===== src/hdl/mrf_map.svh =====
`ifndef MRF_MAP_SVH
`define MRF_MAP_SVH

// register indices; byte address is four times the index
`define MRF_IDX_MAC_CONTROL 6'h01
`define MRF_IDX_ADDR_HIGH 6'h02
`define MRF_IDX_ADDR_LOW 6'h03
`define MRF_IDX_HASH_HIGH 6'h04
`define MRF_IDX_HASH_LOW 6'h05
`define MRF_IDX_WAKE_CTRL 6'h0c
`define MRF_IDX_TX_STATUS 6'h10

// reset values
`define MRF_RST_MAC_CONTROL 32'h0004_0000
`define MRF_RST_ADDR_HIGH 16'hffff
`define MRF_RST_ADDR_LOW 32'hffff_ffff
`define MRF_RST_HASH 32'h0000_0000

// mac_control field positions
`define MRF_BIT_HASH_ONLY 15
`define MRF_BIT_HASH_SEL 13
`define MRF_BIT_LATE_RETRY 12
`define MRF_BIT_BROADCAST_BLOCK_BLOCK 11
`define MRF_BIT_SINGLE_TX 10
`define MRF_BIT_PAD_STRIP 8

// wake control field
`define MRF_BIT_WAKE_EN 2

// transmit status word fields
`define MRF_TXS_LATE 0
`define MRF_TXS_RETRY_ERR 1
`define MRF_TXS_ATT_LO 4
`define MRF_TXS_ATT_HI 8

// frame layout and limits
`define MRF_DA_LAST 11'd5
`define MRF_LEN_HI_POS 11'd12
`define MRF_LEN_LO_POS 11'd13
`define MRF_HDR_BYTES 16'd14
`define MRF_MIN_PAYLOAD 16'd46
`define MRF_MAX_ATTEMPTS 5'd16
`define MRF_CNT_MAX 11'h7ff

`endif


===== src/hdl/mrf_pkg.sv =====
package mrf_pkg;

    typedef struct packed {
        logic pready;
        logic pslverr;
        logic [31:0] prdata;
        logic [31:0] mac_control;
        logic [15:0] addr_high;
        logic [31:0] addr_low;
        logic [31:0] hash_high;
        logic [31:0] hash_low;
        logic wake_en;
        logic [10:0] rx_cnt;
        logic da_match;
        logic da_broadcast_block;
        logic da_mcast;
        logic [15:0] len_field;
        logic rx_out_valid;
        logic [7:0] rx_out_data;
        logic rx_out_end;
        logic rx_out_accept;
        logic wake_event;
        logic [4:0] tx_attempts;
        logic tx_late;
        logic tx_retry;
        logic tx_abandon;
        logic tx_status_valid;
        logic [31:0] tx_status;
    } mrf_state_t;

endpackage


===== src/hdl/mrf_ctrl.sv =====
`timescale 1ns/1ps
`include "mrf_map.svh"
`default_nettype none

module mrf_ctrl (
    input wire logic sys_clk,
    input wire logic reset_n,
    input wire logic psel,
    input wire logic penable,
    input wire logic pwrite,
    input wire logic [7:0] paddr,
    input wire logic [31:0] pwdata,
    output logic [31:0] prdata,
    output logic pready,
    output logic pslverr,
    input wire logic rx_valid,
    input wire logic [7:0] rx_data,
    input wire logic rx_sof,
    input wire logic rx_eof,
    input wire logic [5:0] rx_hash_idx,
    input wire logic rx_wake_match,
    output logic rx_out_valid,
    output logic [7:0] rx_out_data,
    output logic rx_out_end,
    output logic rx_out_accept,
    output logic wake_event,
    input wire logic tx_frame_start,
    input wire logic tx_collision,
    input wire logic tx_late_collision,
    input wire logic tx_done,
    output logic tx_retry,
    output logic tx_abandon,
    output logic tx_status_valid,
    output logic [31:0] tx_status
);

    logic rst_meta_q;
    logic rst_n_q;
    mrf_pkg::mrf_state_t s_q;
    mrf_pkg::mrf_state_t s_d;

    // release reset only on a clock edge so the state never sees a runt release
    always_ff @(posedge sys_clk or negedge reset_n)
    begin
        if (!reset_n)
        begin
            rst_meta_q <= 1'b0;
            rst_n_q <= 1'b0;
        end
        else
        begin
            rst_meta_q <= 1'b1;
            rst_n_q <= rst_meta_q;
        end
    end

    logic hash_sel;
    logic hash_only;
    logic late_retry;
    logic broadcast_block_block;
    logic single_tx;
    logic pad_strip;
    logic [63:0] hash_tbl;
    logic [7:0] da_expect;
    logic byte_match;
    logic match_now;
    logic broadcast_block_now;
    logic mcast_now;
    logic hash_hit;
    logic accept_now;
    logic [15:0] len_now;
    logic [15:0] keep_limit;
    logic strip_now;
    logic drop_byte;
    logic [10:0] cnt_now;
    logic col_now;
    logic [4:0] att_next;
    logic apb_access;
    logic [5:0] reg_idx;

    assign hash_sel = s_q.mac_control[`MRF_BIT_HASH_SEL];
    assign hash_only = s_q.mac_control[`MRF_BIT_HASH_ONLY];
    assign late_retry = s_q.mac_control[`MRF_BIT_LATE_RETRY];
    assign broadcast_block_block = s_q.mac_control[`MRF_BIT_BROADCAST_BLOCK_BLOCK];
    assign single_tx = s_q.mac_control[`MRF_BIT_SINGLE_TX];
    assign pad_strip = s_q.mac_control[`MRF_BIT_PAD_STRIP];
    assign hash_tbl = {s_q.hash_high, s_q.hash_low};
    assign apb_access = psel && penable;
    assign reg_idx = paddr[7:2];
    assign cnt_now = rx_sof ? 11'h000 : s_q.rx_cnt;
    assign col_now = tx_collision || tx_late_collision;
    assign att_next = s_q.tx_attempts + 5'd1;

    // station address goes out first byte first: low word, then high half
    always_comb
    begin
        unique case (cnt_now[2:0])
            3'd0: da_expect = s_q.addr_low[7:0];
            3'd1: da_expect = s_q.addr_low[15:8];
            3'd2: da_expect = s_q.addr_low[23:16];
            3'd3: da_expect = s_q.addr_low[31:24];
            3'd4: da_expect = s_q.addr_high[7:0];
            default: da_expect = s_q.addr_high[15:8];
        endcase
    end

    assign byte_match = (rx_data == da_expect);
    assign hash_hit = hash_tbl[rx_hash_idx];
    assign match_now = s_q.da_match;
    assign broadcast_block_now = s_q.da_broadcast_block;
    assign mcast_now = s_q.da_mcast;
    assign len_now = s_q.len_field;
    assign keep_limit = len_now + `MRF_HDR_BYTES;
    // length only known after byte 13, so the header always passes
    assign strip_now = pad_strip && (s_q.rx_cnt > `MRF_LEN_LO_POS)
        && (len_now < `MRF_MIN_PAYLOAD);
    assign drop_byte = strip_now && ({5'h00, cnt_now} >= keep_limit);

    always_comb
    begin
        if (broadcast_block_now)
        begin
            accept_now = !broadcast_block_block;
        end
        else if (!hash_sel)
        begin
            accept_now = match_now;
        end
        else if (mcast_now)
        begin
            accept_now = hash_hit;
        end
        else
        begin
            accept_now = hash_only ? hash_hit : match_now;
        end
    end

    always_comb
    begin
        s_d = s_q;
        s_d.pready = 1'b0;
        s_d.pslverr = 1'b0;
        s_d.rx_out_valid = 1'b0;
        s_d.rx_out_end = 1'b0;
        s_d.wake_event = 1'b0;
        s_d.tx_retry = 1'b0;
        s_d.tx_abandon = 1'b0;
        s_d.tx_status_valid = 1'b0;

        // one wait state: answer in the second access cycle, write lands with pready
        if (apb_access && !s_q.pready)
        begin
            s_d.pready = 1'b1;
            s_d.prdata = 32'h0000_0000;
            unique case (reg_idx)
                `MRF_IDX_MAC_CONTROL: s_d.prdata = s_q.mac_control;
                `MRF_IDX_ADDR_HIGH: s_d.prdata = {16'h0000, s_q.addr_high};
                `MRF_IDX_ADDR_LOW: s_d.prdata = s_q.addr_low;
                `MRF_IDX_HASH_HIGH: s_d.prdata = s_q.hash_high;
                `MRF_IDX_HASH_LOW: s_d.prdata = s_q.hash_low;
                `MRF_IDX_WAKE_CTRL: s_d.prdata[`MRF_BIT_WAKE_EN] = s_q.wake_en;
                `MRF_IDX_TX_STATUS: s_d.prdata = s_q.tx_status;
                default: s_d.pslverr = 1'b1;
            endcase
            if (pwrite)
            begin
                s_d.prdata = 32'h0000_0000;
            end
        end
        else if (apb_access && s_q.pready && pwrite)
        begin
            unique case (reg_idx)
                `MRF_IDX_MAC_CONTROL: s_d.mac_control = pwdata;
                `MRF_IDX_ADDR_HIGH: s_d.addr_high = pwdata[15:0];
                `MRF_IDX_ADDR_LOW: s_d.addr_low = pwdata;
                `MRF_IDX_HASH_HIGH: s_d.hash_high = pwdata;
                `MRF_IDX_HASH_LOW: s_d.hash_low = pwdata;
                `MRF_IDX_WAKE_CTRL: s_d.wake_en = pwdata[`MRF_BIT_WAKE_EN];
                default: s_d.wake_en = s_q.wake_en;
            endcase
        end

        // receive: destination check and length capture run on the fly
        if (rx_valid)
        begin
            if (cnt_now != `MRF_CNT_MAX)
            begin
                s_d.rx_cnt = cnt_now + 11'd1;
            end
            if (cnt_now == 11'h000)
            begin
                s_d.da_match = byte_match;
                s_d.da_broadcast_block = (rx_data == 8'hff);
                s_d.da_mcast = rx_data[0];
            end
            else if (cnt_now <= `MRF_DA_LAST)
            begin
                s_d.da_match = s_q.da_match && byte_match;
                s_d.da_broadcast_block = s_q.da_broadcast_block && (rx_data == 8'hff);
            end
            if (cnt_now == `MRF_LEN_HI_POS)
            begin
                s_d.len_field[15:8] = rx_data;
            end
            if (cnt_now == `MRF_LEN_LO_POS)
            begin
                s_d.len_field[7:0] = rx_data;
            end
            s_d.rx_out_valid = !drop_byte;
            s_d.rx_out_data = rx_data;
        end
        if (rx_eof)
        begin
            // host side throws away a frame ended without accept
            s_d.rx_out_end = 1'b1;
            s_d.rx_out_accept = accept_now;
            s_d.wake_event = s_q.wake_en && rx_wake_match;
        end

        // transmit retry control
        if (tx_frame_start)
        begin
            s_d.tx_attempts = 5'd0;
            s_d.tx_late = 1'b0;
        end
        else if (col_now)
        begin
            s_d.tx_attempts = att_next;
            s_d.tx_late = s_q.tx_late || tx_late_collision;
            s_d.tx_status = 32'h0000_0000;
            s_d.tx_status[`MRF_TXS_LATE] = s_q.tx_late || tx_late_collision;
            s_d.tx_status[`MRF_TXS_ATT_HI:`MRF_TXS_ATT_LO] = att_next;
            if (tx_late_collision && !late_retry)
            begin
                s_d.tx_abandon = 1'b1;
                s_d.tx_status_valid = 1'b1;
            end
            else if (single_tx || (att_next >= `MRF_MAX_ATTEMPTS))
            begin
                s_d.tx_abandon = 1'b1;
                s_d.tx_status_valid = 1'b1;
                s_d.tx_status[`MRF_TXS_RETRY_ERR] = 1'b1;
            end
            else
            begin
                s_d.tx_retry = 1'b1;
            end
        end
        else if (tx_done)
        begin
            s_d.tx_status_valid = 1'b1;
            s_d.tx_status = 32'h0000_0000;
            s_d.tx_status[`MRF_TXS_LATE] = s_q.tx_late;
            s_d.tx_status[`MRF_TXS_ATT_HI:`MRF_TXS_ATT_LO] = att_next;
        end
    end

    always_ff @(posedge sys_clk or negedge rst_n_q)
    begin
        if (!rst_n_q)
        begin
            s_q <= '0;
            s_q.mac_control <= `MRF_RST_MAC_CONTROL;
            s_q.addr_high <= `MRF_RST_ADDR_HIGH;
            s_q.addr_low <= `MRF_RST_ADDR_LOW;
            s_q.hash_high <= `MRF_RST_HASH;
            s_q.hash_low <= `MRF_RST_HASH;
        end
        else
        begin
            s_q <= s_d;
        end
    end

    assign prdata = s_q.prdata;
    assign pready = s_q.pready;
    assign pslverr = s_q.pslverr;
    assign rx_out_valid = s_q.rx_out_valid;
    assign rx_out_data = s_q.rx_out_data;
    assign rx_out_end = s_q.rx_out_end;
    assign rx_out_accept = s_q.rx_out_accept;
    assign wake_event = s_q.wake_event;
    assign tx_retry = s_q.tx_retry;
    assign tx_abandon = s_q.tx_abandon;
    assign tx_status_valid = s_q.tx_status_valid;
    assign tx_status = s_q.tx_status;
endmodule

`default_nettype wire


===== config.mk =====
export PLATFORM = sky130hd
export DESIGN_NAME = mrf_ctrl
export DESIGN_NICKNAME = d
export VERILOG_FILES = /design/src/hdl/mrf_pkg.sv /design/src/hdl/mrf_ctrl.sv
export VERILOG_INCLUDE_DIRS = /design/src /design/src/hdl
export SDC_FILE = /design/constraint.sdc
export NUM_CORES = 1
export LEC_CHECK = 0
export BUFFER_PORTS_ARGS = -buffer_cell sky130_fd_sc_hd__buf_2
export CAP_MARGIN = 20
export CORE_ASPECT_RATIO = 1.75
export CORE_MARGIN = 2
export CORE_UTILIZATION = 42
export DETAILED_ROUTE_END_ITERATION = 8
export GPL_ROUTABILITY_DRIVEN = 0
export MAX_ROUTING_LAYER = met4
export PLACE_DENSITY = 0.62
export RECOVER_POWER = 25
export SLEW_MARGIN = 25
export SYNTH_ARGS = -nofsm -noshare
export SYNTH_HDL_FRONTEND = slang
export SYNTH_SLANG_ARGS = --single-unit

===== constraint.sdc =====
create_clock -name sys_clk -period 8.4 [get_ports sys_clk]
set_input_delay 1.68 -clock sys_clk [delete_from_list [all_inputs] [get_ports sys_clk]]
set_output_delay 1.68 -clock sys_clk [all_outputs]
set_load 0.02 [all_outputs]

==> results.json, run 1 <==
{
  "grt_antenna_before_repair": 4,
  "holdWs_ns": 0.3618,
  "critical_path.max_stage_delay_ns": 0.75,
  "grt.total_usage": 0.2278,
  "post-cts-setup-buffers": 0,
  "drt_drc_violations_left": 0,
  "net_count_final": 1188,
  "vias": 8728,
  "synth.yosys.warnings": 0,
  "grt_setup_unrepaired": "false",
  "num_rows": 83,
  "vias_per_cell": 5.769,
  "max_cap_viol_count": 1,
  "path_buf_inv": 3,
  "avgSynthCellArea_sq_um": 11.86,
  "register_area_share_after_synthesis": 0.4834,
  "worst_slew_pin_slew_ns": 2.829,
  "power_density_nw_per_um2": 187.8,
  "die_height_um": 232.2,
  "final-max-slew-violation-count": 54,
  "timing.clock.skew_ns": 0.01615,
  "worstHoldPathType": "flip-flop to flip-flop",
  "syn_inst": 1054,
  "worst_setup_path_start_kind": "input pin",
  "area_growth_pct": 10.64,
  "ff2ff_setup_slack_ns": 4.33,
  "accumulated_negative_setup_slack_ns": 0,
  "layout-drive-gt1-share": 0.3860,
  "maxClockFrequency_mhz": 244.9,
  "grt_pass1_wl_um": 52630,
  "ys_ff_latch": 239,
  "dpl.hpwl_um": 24470,
  "violations_in_the_final_reports": "capacitance limit, slew limit",
  "clk_pin_slew_worst_paths_ns": 0.07,
  "timing.final.hold_violations": 0,
  "cts_made_buffers": 24,
  "most_common_cell_after_layout_fill_and_taps_aside": "sky130_fd_sc_hd__dfrtp_1",
  "postCtsResizedCells": 0,
  "power.leakage_nw": 6.522,
  "timing.slew.headroom": -0.8858,
  "critPathCaptureType": "flip-flop",
  "post_synth_num_cell_types": 74,
  "antenna_left": 0,
  "filler_instances": 2757,
  "tritoncts": "built",
  "ctsLongestPathBuffers": 3,
  "crit_family": "simple AND/OR/NAND/NOR gates",
  "top_level_ports": 148,
  "later_pin_clock_latency_in_the_skew_report_ns": 0.53,
  "largest_net_degree_at_the_start_of_global_routing": 83,
  "core_region_area_sq_um": 29290,
  "cp_data_arrival_time_ns": 4.54,
  "finish.utilization": 0.4722,
  "dieArea_sq_um": 31210,
  "postCtsHoldBufs": 0,
  "htree_num_levels": 1,
  "worstPathRequired_ns": 8.85,
  "post_synth_instance_area_sq_um": 12500,
  "synth_enable_flop_cells": 0,
  "remaining_global_route_overflow": 0,
  "drt_iter0_markers": 653,
  "ys.flop_type": "sky130_fd_sc_hd__dfrtp_1",
  "period_share": 0.4862,
  "crit_path_frequent_cell": "sky130_fd_sc_hd__buf_4",
  "critical_path.max_fanout": 40,
  "most-common-layout-cells": "190 x sky130_fd_sc_hd__dfrtp_1, 189 x sky130_fd_sc_hd__mux2_2, 118 x sky130_fd_sc_hd__buf_2, 92 x sky130_fd_sc_hd__nand2_1, 75 x sky130_fd_sc_hd__o21ai_0",
  "post-route-min-period_ns": 4.084,
  "first_pass_iters": 7,
  "cp_cell_sequence": "buf_2 > buf_4 > nand3b_1 > nor2_1 > nand2_1 > buf_4 > mux2_2",
  "drt-total-wl_um": 34140,
  "irDropWorstVdd_mv": 0.1555,
  "total_power_w": 0.002597,
  "initial_utilization": 0.4268,
  "place.port_buffers": 120,
  "grt_pass1_vias": 8821,
  "cpMaxStageDelayCell": "sky130_fd_sc_hd__nand3b_1",
  "run_status": "complete, but fails checks",
  "clock_sinks": 239,
  "clockRootBuffer": "sky130_fd_sc_hd__clkbuf_16",
  "postSynth.asyncResetShare": 1.000,
  "timing_worst_setup_path_type": "input pin to flip-flop",
  "drt-wirelength-per-cell_um": 22.56,
  "die_w_um": 134.4,
  "report.final.setup_viol": 0
}
[final cells by class]
| type | instances | area [sq um] | area share |
|---|---|---|---|
| sequential | 239 | 6042 | 0.4369 |
| multi-input combinational | 689 | 5682 | 0.4109 |
| timing repair buffer | 134 | 706.9 | 0.05112 |
| clock buffer | 31 | 698.2 | 0.05049 |
| tap | 382 | 478.0 | 0.03456 |
| clock inverter | 13 | 132.6 | 0.009591 |
| inverter | 21 | 78.83 | 0.005700 |
| antenna | 4 | 10.01 | 0.0007238 |
[final timing paths]
check / start / cells after the start / end
max in group asynchronous: rst_n_q / 2 / rx_out_end
setup / recovery: paddr[4] / 7 / s_q[151]
hold / removal: rst_meta_q / 0 / rst_n_q
min in group asynchronous: rst_n_q / 0 / s_q[35]
setup reg to reg: rst_n_q / 2 / rx_out_end
hold reg to reg: rst_meta_q / 0 / rst_n_q
[registers in the layout (all words and copies together) (netlist names), 7 cells and up]
name         flops
hash_tbl        64
prdata          32
tx_status        7
len_now         16
rx_out_data      8
s_q             93
[cell usage after synthesis, types with 7 or more instances]
cell | count | area (sq um)
sky130_fd_sc_hd__nand4_1 | 12 | 75.07
sky130_fd_sc_hd__o22ai_1 | 7 | 43.79
sky130_fd_sc_hd__a221oi_1 | 11 | 96.34
sky130_fd_sc_hd__buf_2 | 8 | 40.04
sky130_fd_sc_hd__mux2_2 | 189 | 2128
sky130_fd_sc_hd__nor2b_1 | 14 | 87.58
sky130_fd_sc_hd__buf_4 | 73 | 548.0
sky130_fd_sc_hd__a222oi_1 | 22 | 220.2
sky130_fd_sc_hd__dfstp_2 | 49 | 1287
sky130_fd_sc_hd__and3_1 | 8 | 50.05
sky130_fd_sc_hd__inv_1 | 21 | 78.83
sky130_fd_sc_hd__mux4_1 | 14 | 367.9
sky130_fd_sc_hd__nand3b_1 | 7 | 52.55
sky130_fd_sc_hd__xor2_1 | 9 | 78.83
sky130_fd_sc_hd__nand3_1 | 14 | 70.07
sky130_fd_sc_hd__o21ai_0 | 75 | 375.4
sky130_fd_sc_hd__mux2i_1 | 32 | 320.3
sky130_fd_sc_hd__nor3_1 | 7 | 35.03
sky130_fd_sc_hd__nand2_1 | 92 | 345.3
sky130_fd_sc_hd__nor2_1 | 27 | 101.4
sky130_fd_sc_hd__buf_1 | 10 | 37.54
sky130_fd_sc_hd__a21oi_1 | 22 | 110.1
sky130_fd_sc_hd__clkbuf_1 | 34 | 127.6
sky130_fd_sc_hd__ha_1 | 12 | 150.1
sky130_fd_sc_hd__dfrtp_1 | 190 | 4755
[where the power goes]
group	switching (W)	total (W)	internal [W]	leakage [nW]
Clock	0.000477	0.00113	0.000651	0.402
Combinational	0.000148	0.000236	0.0000874	3.02
Sequential	0.0000454	0.00123	0.00119	3.10
[kinds of logic (layout without fill, tap and decap cells)]
group                    count (synthesis)  count (layout)  synth area share
other                                    2              30         0.0006009
AND/OR/NAND/NOR                        219             219           0.09190
AO/OA/AOI/OAI                          176             176           0.09531
XOR/XNOR                                14              14          0.009811
flip-flops                             239             239            0.4834
buffers and inverters                  150             199           0.06998
adder cells (fa/ha/maj)                 13              13           0.01281
multiplexers                           241             241            0.2362
[per-stage QoR]
step / std cells / instance area (sq um) / worst slack [ns]
after global placement: 1464 / 12980 / 3.830
final: 1513 / 13830 / 4.316
after CTS: 1509 / 13840 / 4.311
after global routing: 1513 / 13830 / 3.562
after detailed placement: 1465 / 13010 / 3.767
after floorplan: 1078 / 12590 / 1.332
[metal layers]
layer | up-vias | track usage | wire length (um)
li1 | 3906 | - | -
met3 | 66 | 0.02510 | 1404
met1 | 4497 | 0.2548 | 12480
met4 | 0 | 0.09671 | 1383
met2 | 259 | 0.4090 | 18880
met5 | - | - | 0
Power figures use the tool's default switching activity.
==> run 2, diff against run 1 <==
PLACE_DENSITY = 0.64   (was 0.62)
clock period = 3.6 ns   (was 8.4 ns; I/O delays follow)
==> results.json, run 2 (synthesized netlist as in run 1, its figures left out) <==
{
  "run_status": "complete, but fails checks",
  "violations_in_the_final_reports": "capacitance limit, slew limit",
  "vias_per_cell": 5.655,
  "grt_pass1_vias": 8899,
  "initial_utilization": 0.4268,
  "die_height_um": 232.2,
  "critical_path.max_fanout": 21,
  "sequential_cell_area_sq_um": 6046,
  "net_count_final": 1197,
  "grt.total_usage": 0.2232,
  "irDropWorstVdd_mv": 0.3693,
  "later_pin_clock_latency_in_the_skew_report_ns": 0.53,
  "power.share.clock": 0.423,
  "grt_pass1_wl_um": 51980,
  "drt_drc_violations_left": 0,
  "drt-wirelength-per-cell_um": 22.13,
  "critPathCaptureType": "flip-flop",
  "multi_input_comb_area_sq_um": 5677,
  "finish.utilization": 0.4727,
  "area_growth_pct": 10.75,
  "grt_setup_unrepaired": "false",
  "core_region_area_sq_um": 29290,
  "power_density_nw_per_um2": 430.1,
  "post-route-min-period_ns": 2.822,
  "timing.final.hold_violations": 0,
  "placement.cell_area_sq_um": 13080,
  "power.leakage_nw": 6.541,
  "most-common-layout-cells": "189 x sky130_fd_sc_hd__mux2_2, 189 x sky130_fd_sc_hd__dfrtp_1, 117 x sky130_fd_sc_hd__buf_2, 92 x sky130_fd_sc_hd__nand2_1, 75 x sky130_fd_sc_hd__o21ai_0",
  "maxClockFrequency_mhz": 354.4,
  "swShare": 0.2560,
  "worstHoldPathType": "flip-flop to flip-flop",
  "filler_instances": 2703,
  "largest_net_degree_at_the_start_of_global_routing": 130,
  "htree_num_levels": 1,
  "worst_setup_path_start_kind": "flip-flop",
  "combPwrFrac": 0.097,
  "top_level_ports": 148,
  "drt-total-wl_um": 33600,
  "clk_pin_slew_worst_paths_ns": 0.07,
  "remaining_global_route_overflow": 0,
  "postCtsHoldBufs": 1,
  "report.final.setup_viol": 0,
  "place.port_buffers": 120,
  "postCtsResizedCells": 0,
  "worst_slew_pin_slew_ns": 1.764,
  "tritoncts": "built",
  "share_of_total_power_in_sequential_cells": 0.480,
  "largest_register_ff_count": 93,
  "switching_pwr_w": 0.001524,
  "worstPathRequired_ns": 3.97,
  "dpl.hpwl_um": 24400,
  "clockRootBuffer": "sky130_fd_sc_hd__clkbuf_16",
  "period_share": 0.7838,
  "vias": 8584,
  "final-max-slew-violation-count": 130,
  "fin_area_sq_um": 13840,
  "num_rows": 83,
  "grt_antenna_before_repair": 2,
  "first_pass_iters": 5,
  "cellInternalPower_w": 0.004430,
  "cts_made_buffers": 23,
  "post-cts-setup-buffers": 0,
  "ctsLongestPathBuffers": 3,
  "layout-drive-gt1-share": 0.3841,
  "dieArea_sq_um": 31210,
  "drt_iter0_markers": 562,
  "clock_sinks": 239,
  "largest-register": "s_q",
  "total_power_w": 0.005954,
  "die_w_um": 134.4,
  "antenna_left": 0,
  "timing.slew.headroom": -0.1758,
  "timing_worst_setup_path_type": "flip-flop to flip-flop",
  "cp_data_arrival_time_ns": 3.19,
  "max_cap_viol_count": 1,
  "accumulated_negative_setup_slack_ns": 0,
  "timing.clock.skew_ns": 0.02150
}
[run 2: final cells by class]
| cell class | instances | share of cell area |
|---|---|---|
| Timing Repair Buffer | 144 | 0.05722 |
| Clock inverter | 11 | 0.01030 |
| Tap cell | 382 | 0.03453 |
| Antenna cell | 1 | 0.0001808 |
| Sequential cell | 239 | 0.4368 |
| Multi-Input combinational cell | 689 | 0.4101 |
| Inverter | 21 | 0.005695 |
| Clock buffer | 31 | 0.04520 |
[run 2: routing by layer]
layer  GRT usage  vias up  wire length, um
met5           -        -                0
met1      0.2492     4389            12720
met4     0.08651        0             1370
li1            -     3916                -
met2      0.4070      217            18340
met3     0.02205       62             1179
[run 2: worst max-delay path, cell delays in order (launching register included)]
cell and delay (ns):
sky130_fd_sc_hd__dfrtp_1 0.80, sky130_fd_sc_hd__nand3_1 0.29, sky130_fd_sc_hd__or3_1 0.42, sky130_fd_sc_hd__o41ai_4 0.80, sky130_fd_sc_hd__nor2_1 0.08, sky130_fd_sc_hd__mux2i_1 0.15
sky130_fd_sc_hd__o21ai_0 0.10
[run 2: worst paths after layout]
kind / from / to / slack (ns) / depth (start not counted)
hold reg to reg: rst_meta_q / rst_n_q / 0.36 / 0
max in group asynchronous: rst_n_q / s_q[220] / 1.54 / 1
setup / recovery: s_q[74] / s_q[79] / 0.78 / 6
hold / removal: rst_meta_q / rst_n_q / 0.36 / 0
min in group asynchronous: rst_n_q / prdata[0] / 0.38 / 1
setup reg to reg: s_q[74] / s_q[79] / 0.78 / 6
[run 2: power by group through the flow]
| stage | registers, W | clock network [W] | logic, W |
|---|---|---|---|
| floorplan | 0.00291 | 0 | 0.000396 |
| global placement | 0.00291 | 0 | 0.000571 |
| detailed placement | 0.00291 | 0 | 0.000579 |
| CTS | 0.00286 | 0.00259 | 0.000583 |
| global route | 0.00287 | 0.00267 | 0.000633 |
| finish | 0.00286 | 0.00252 | 0.000576 |
[run 2: per-stage QoR]
stage / cells / worst slack [ns] / hold slack, ns
after floorplan: 1078 / 0.5495 / 0.3312
after global placement: 1474 / 0.5315 / 0.3374
after detailed placement: 1474 / 0.5306 / 0.3418
after CTS: 1517 / 0.8065 / 0.3413
after global routing: 1518 / 0.5133 / 0.3680
final: 1518 / 0.7782 / 0.3551
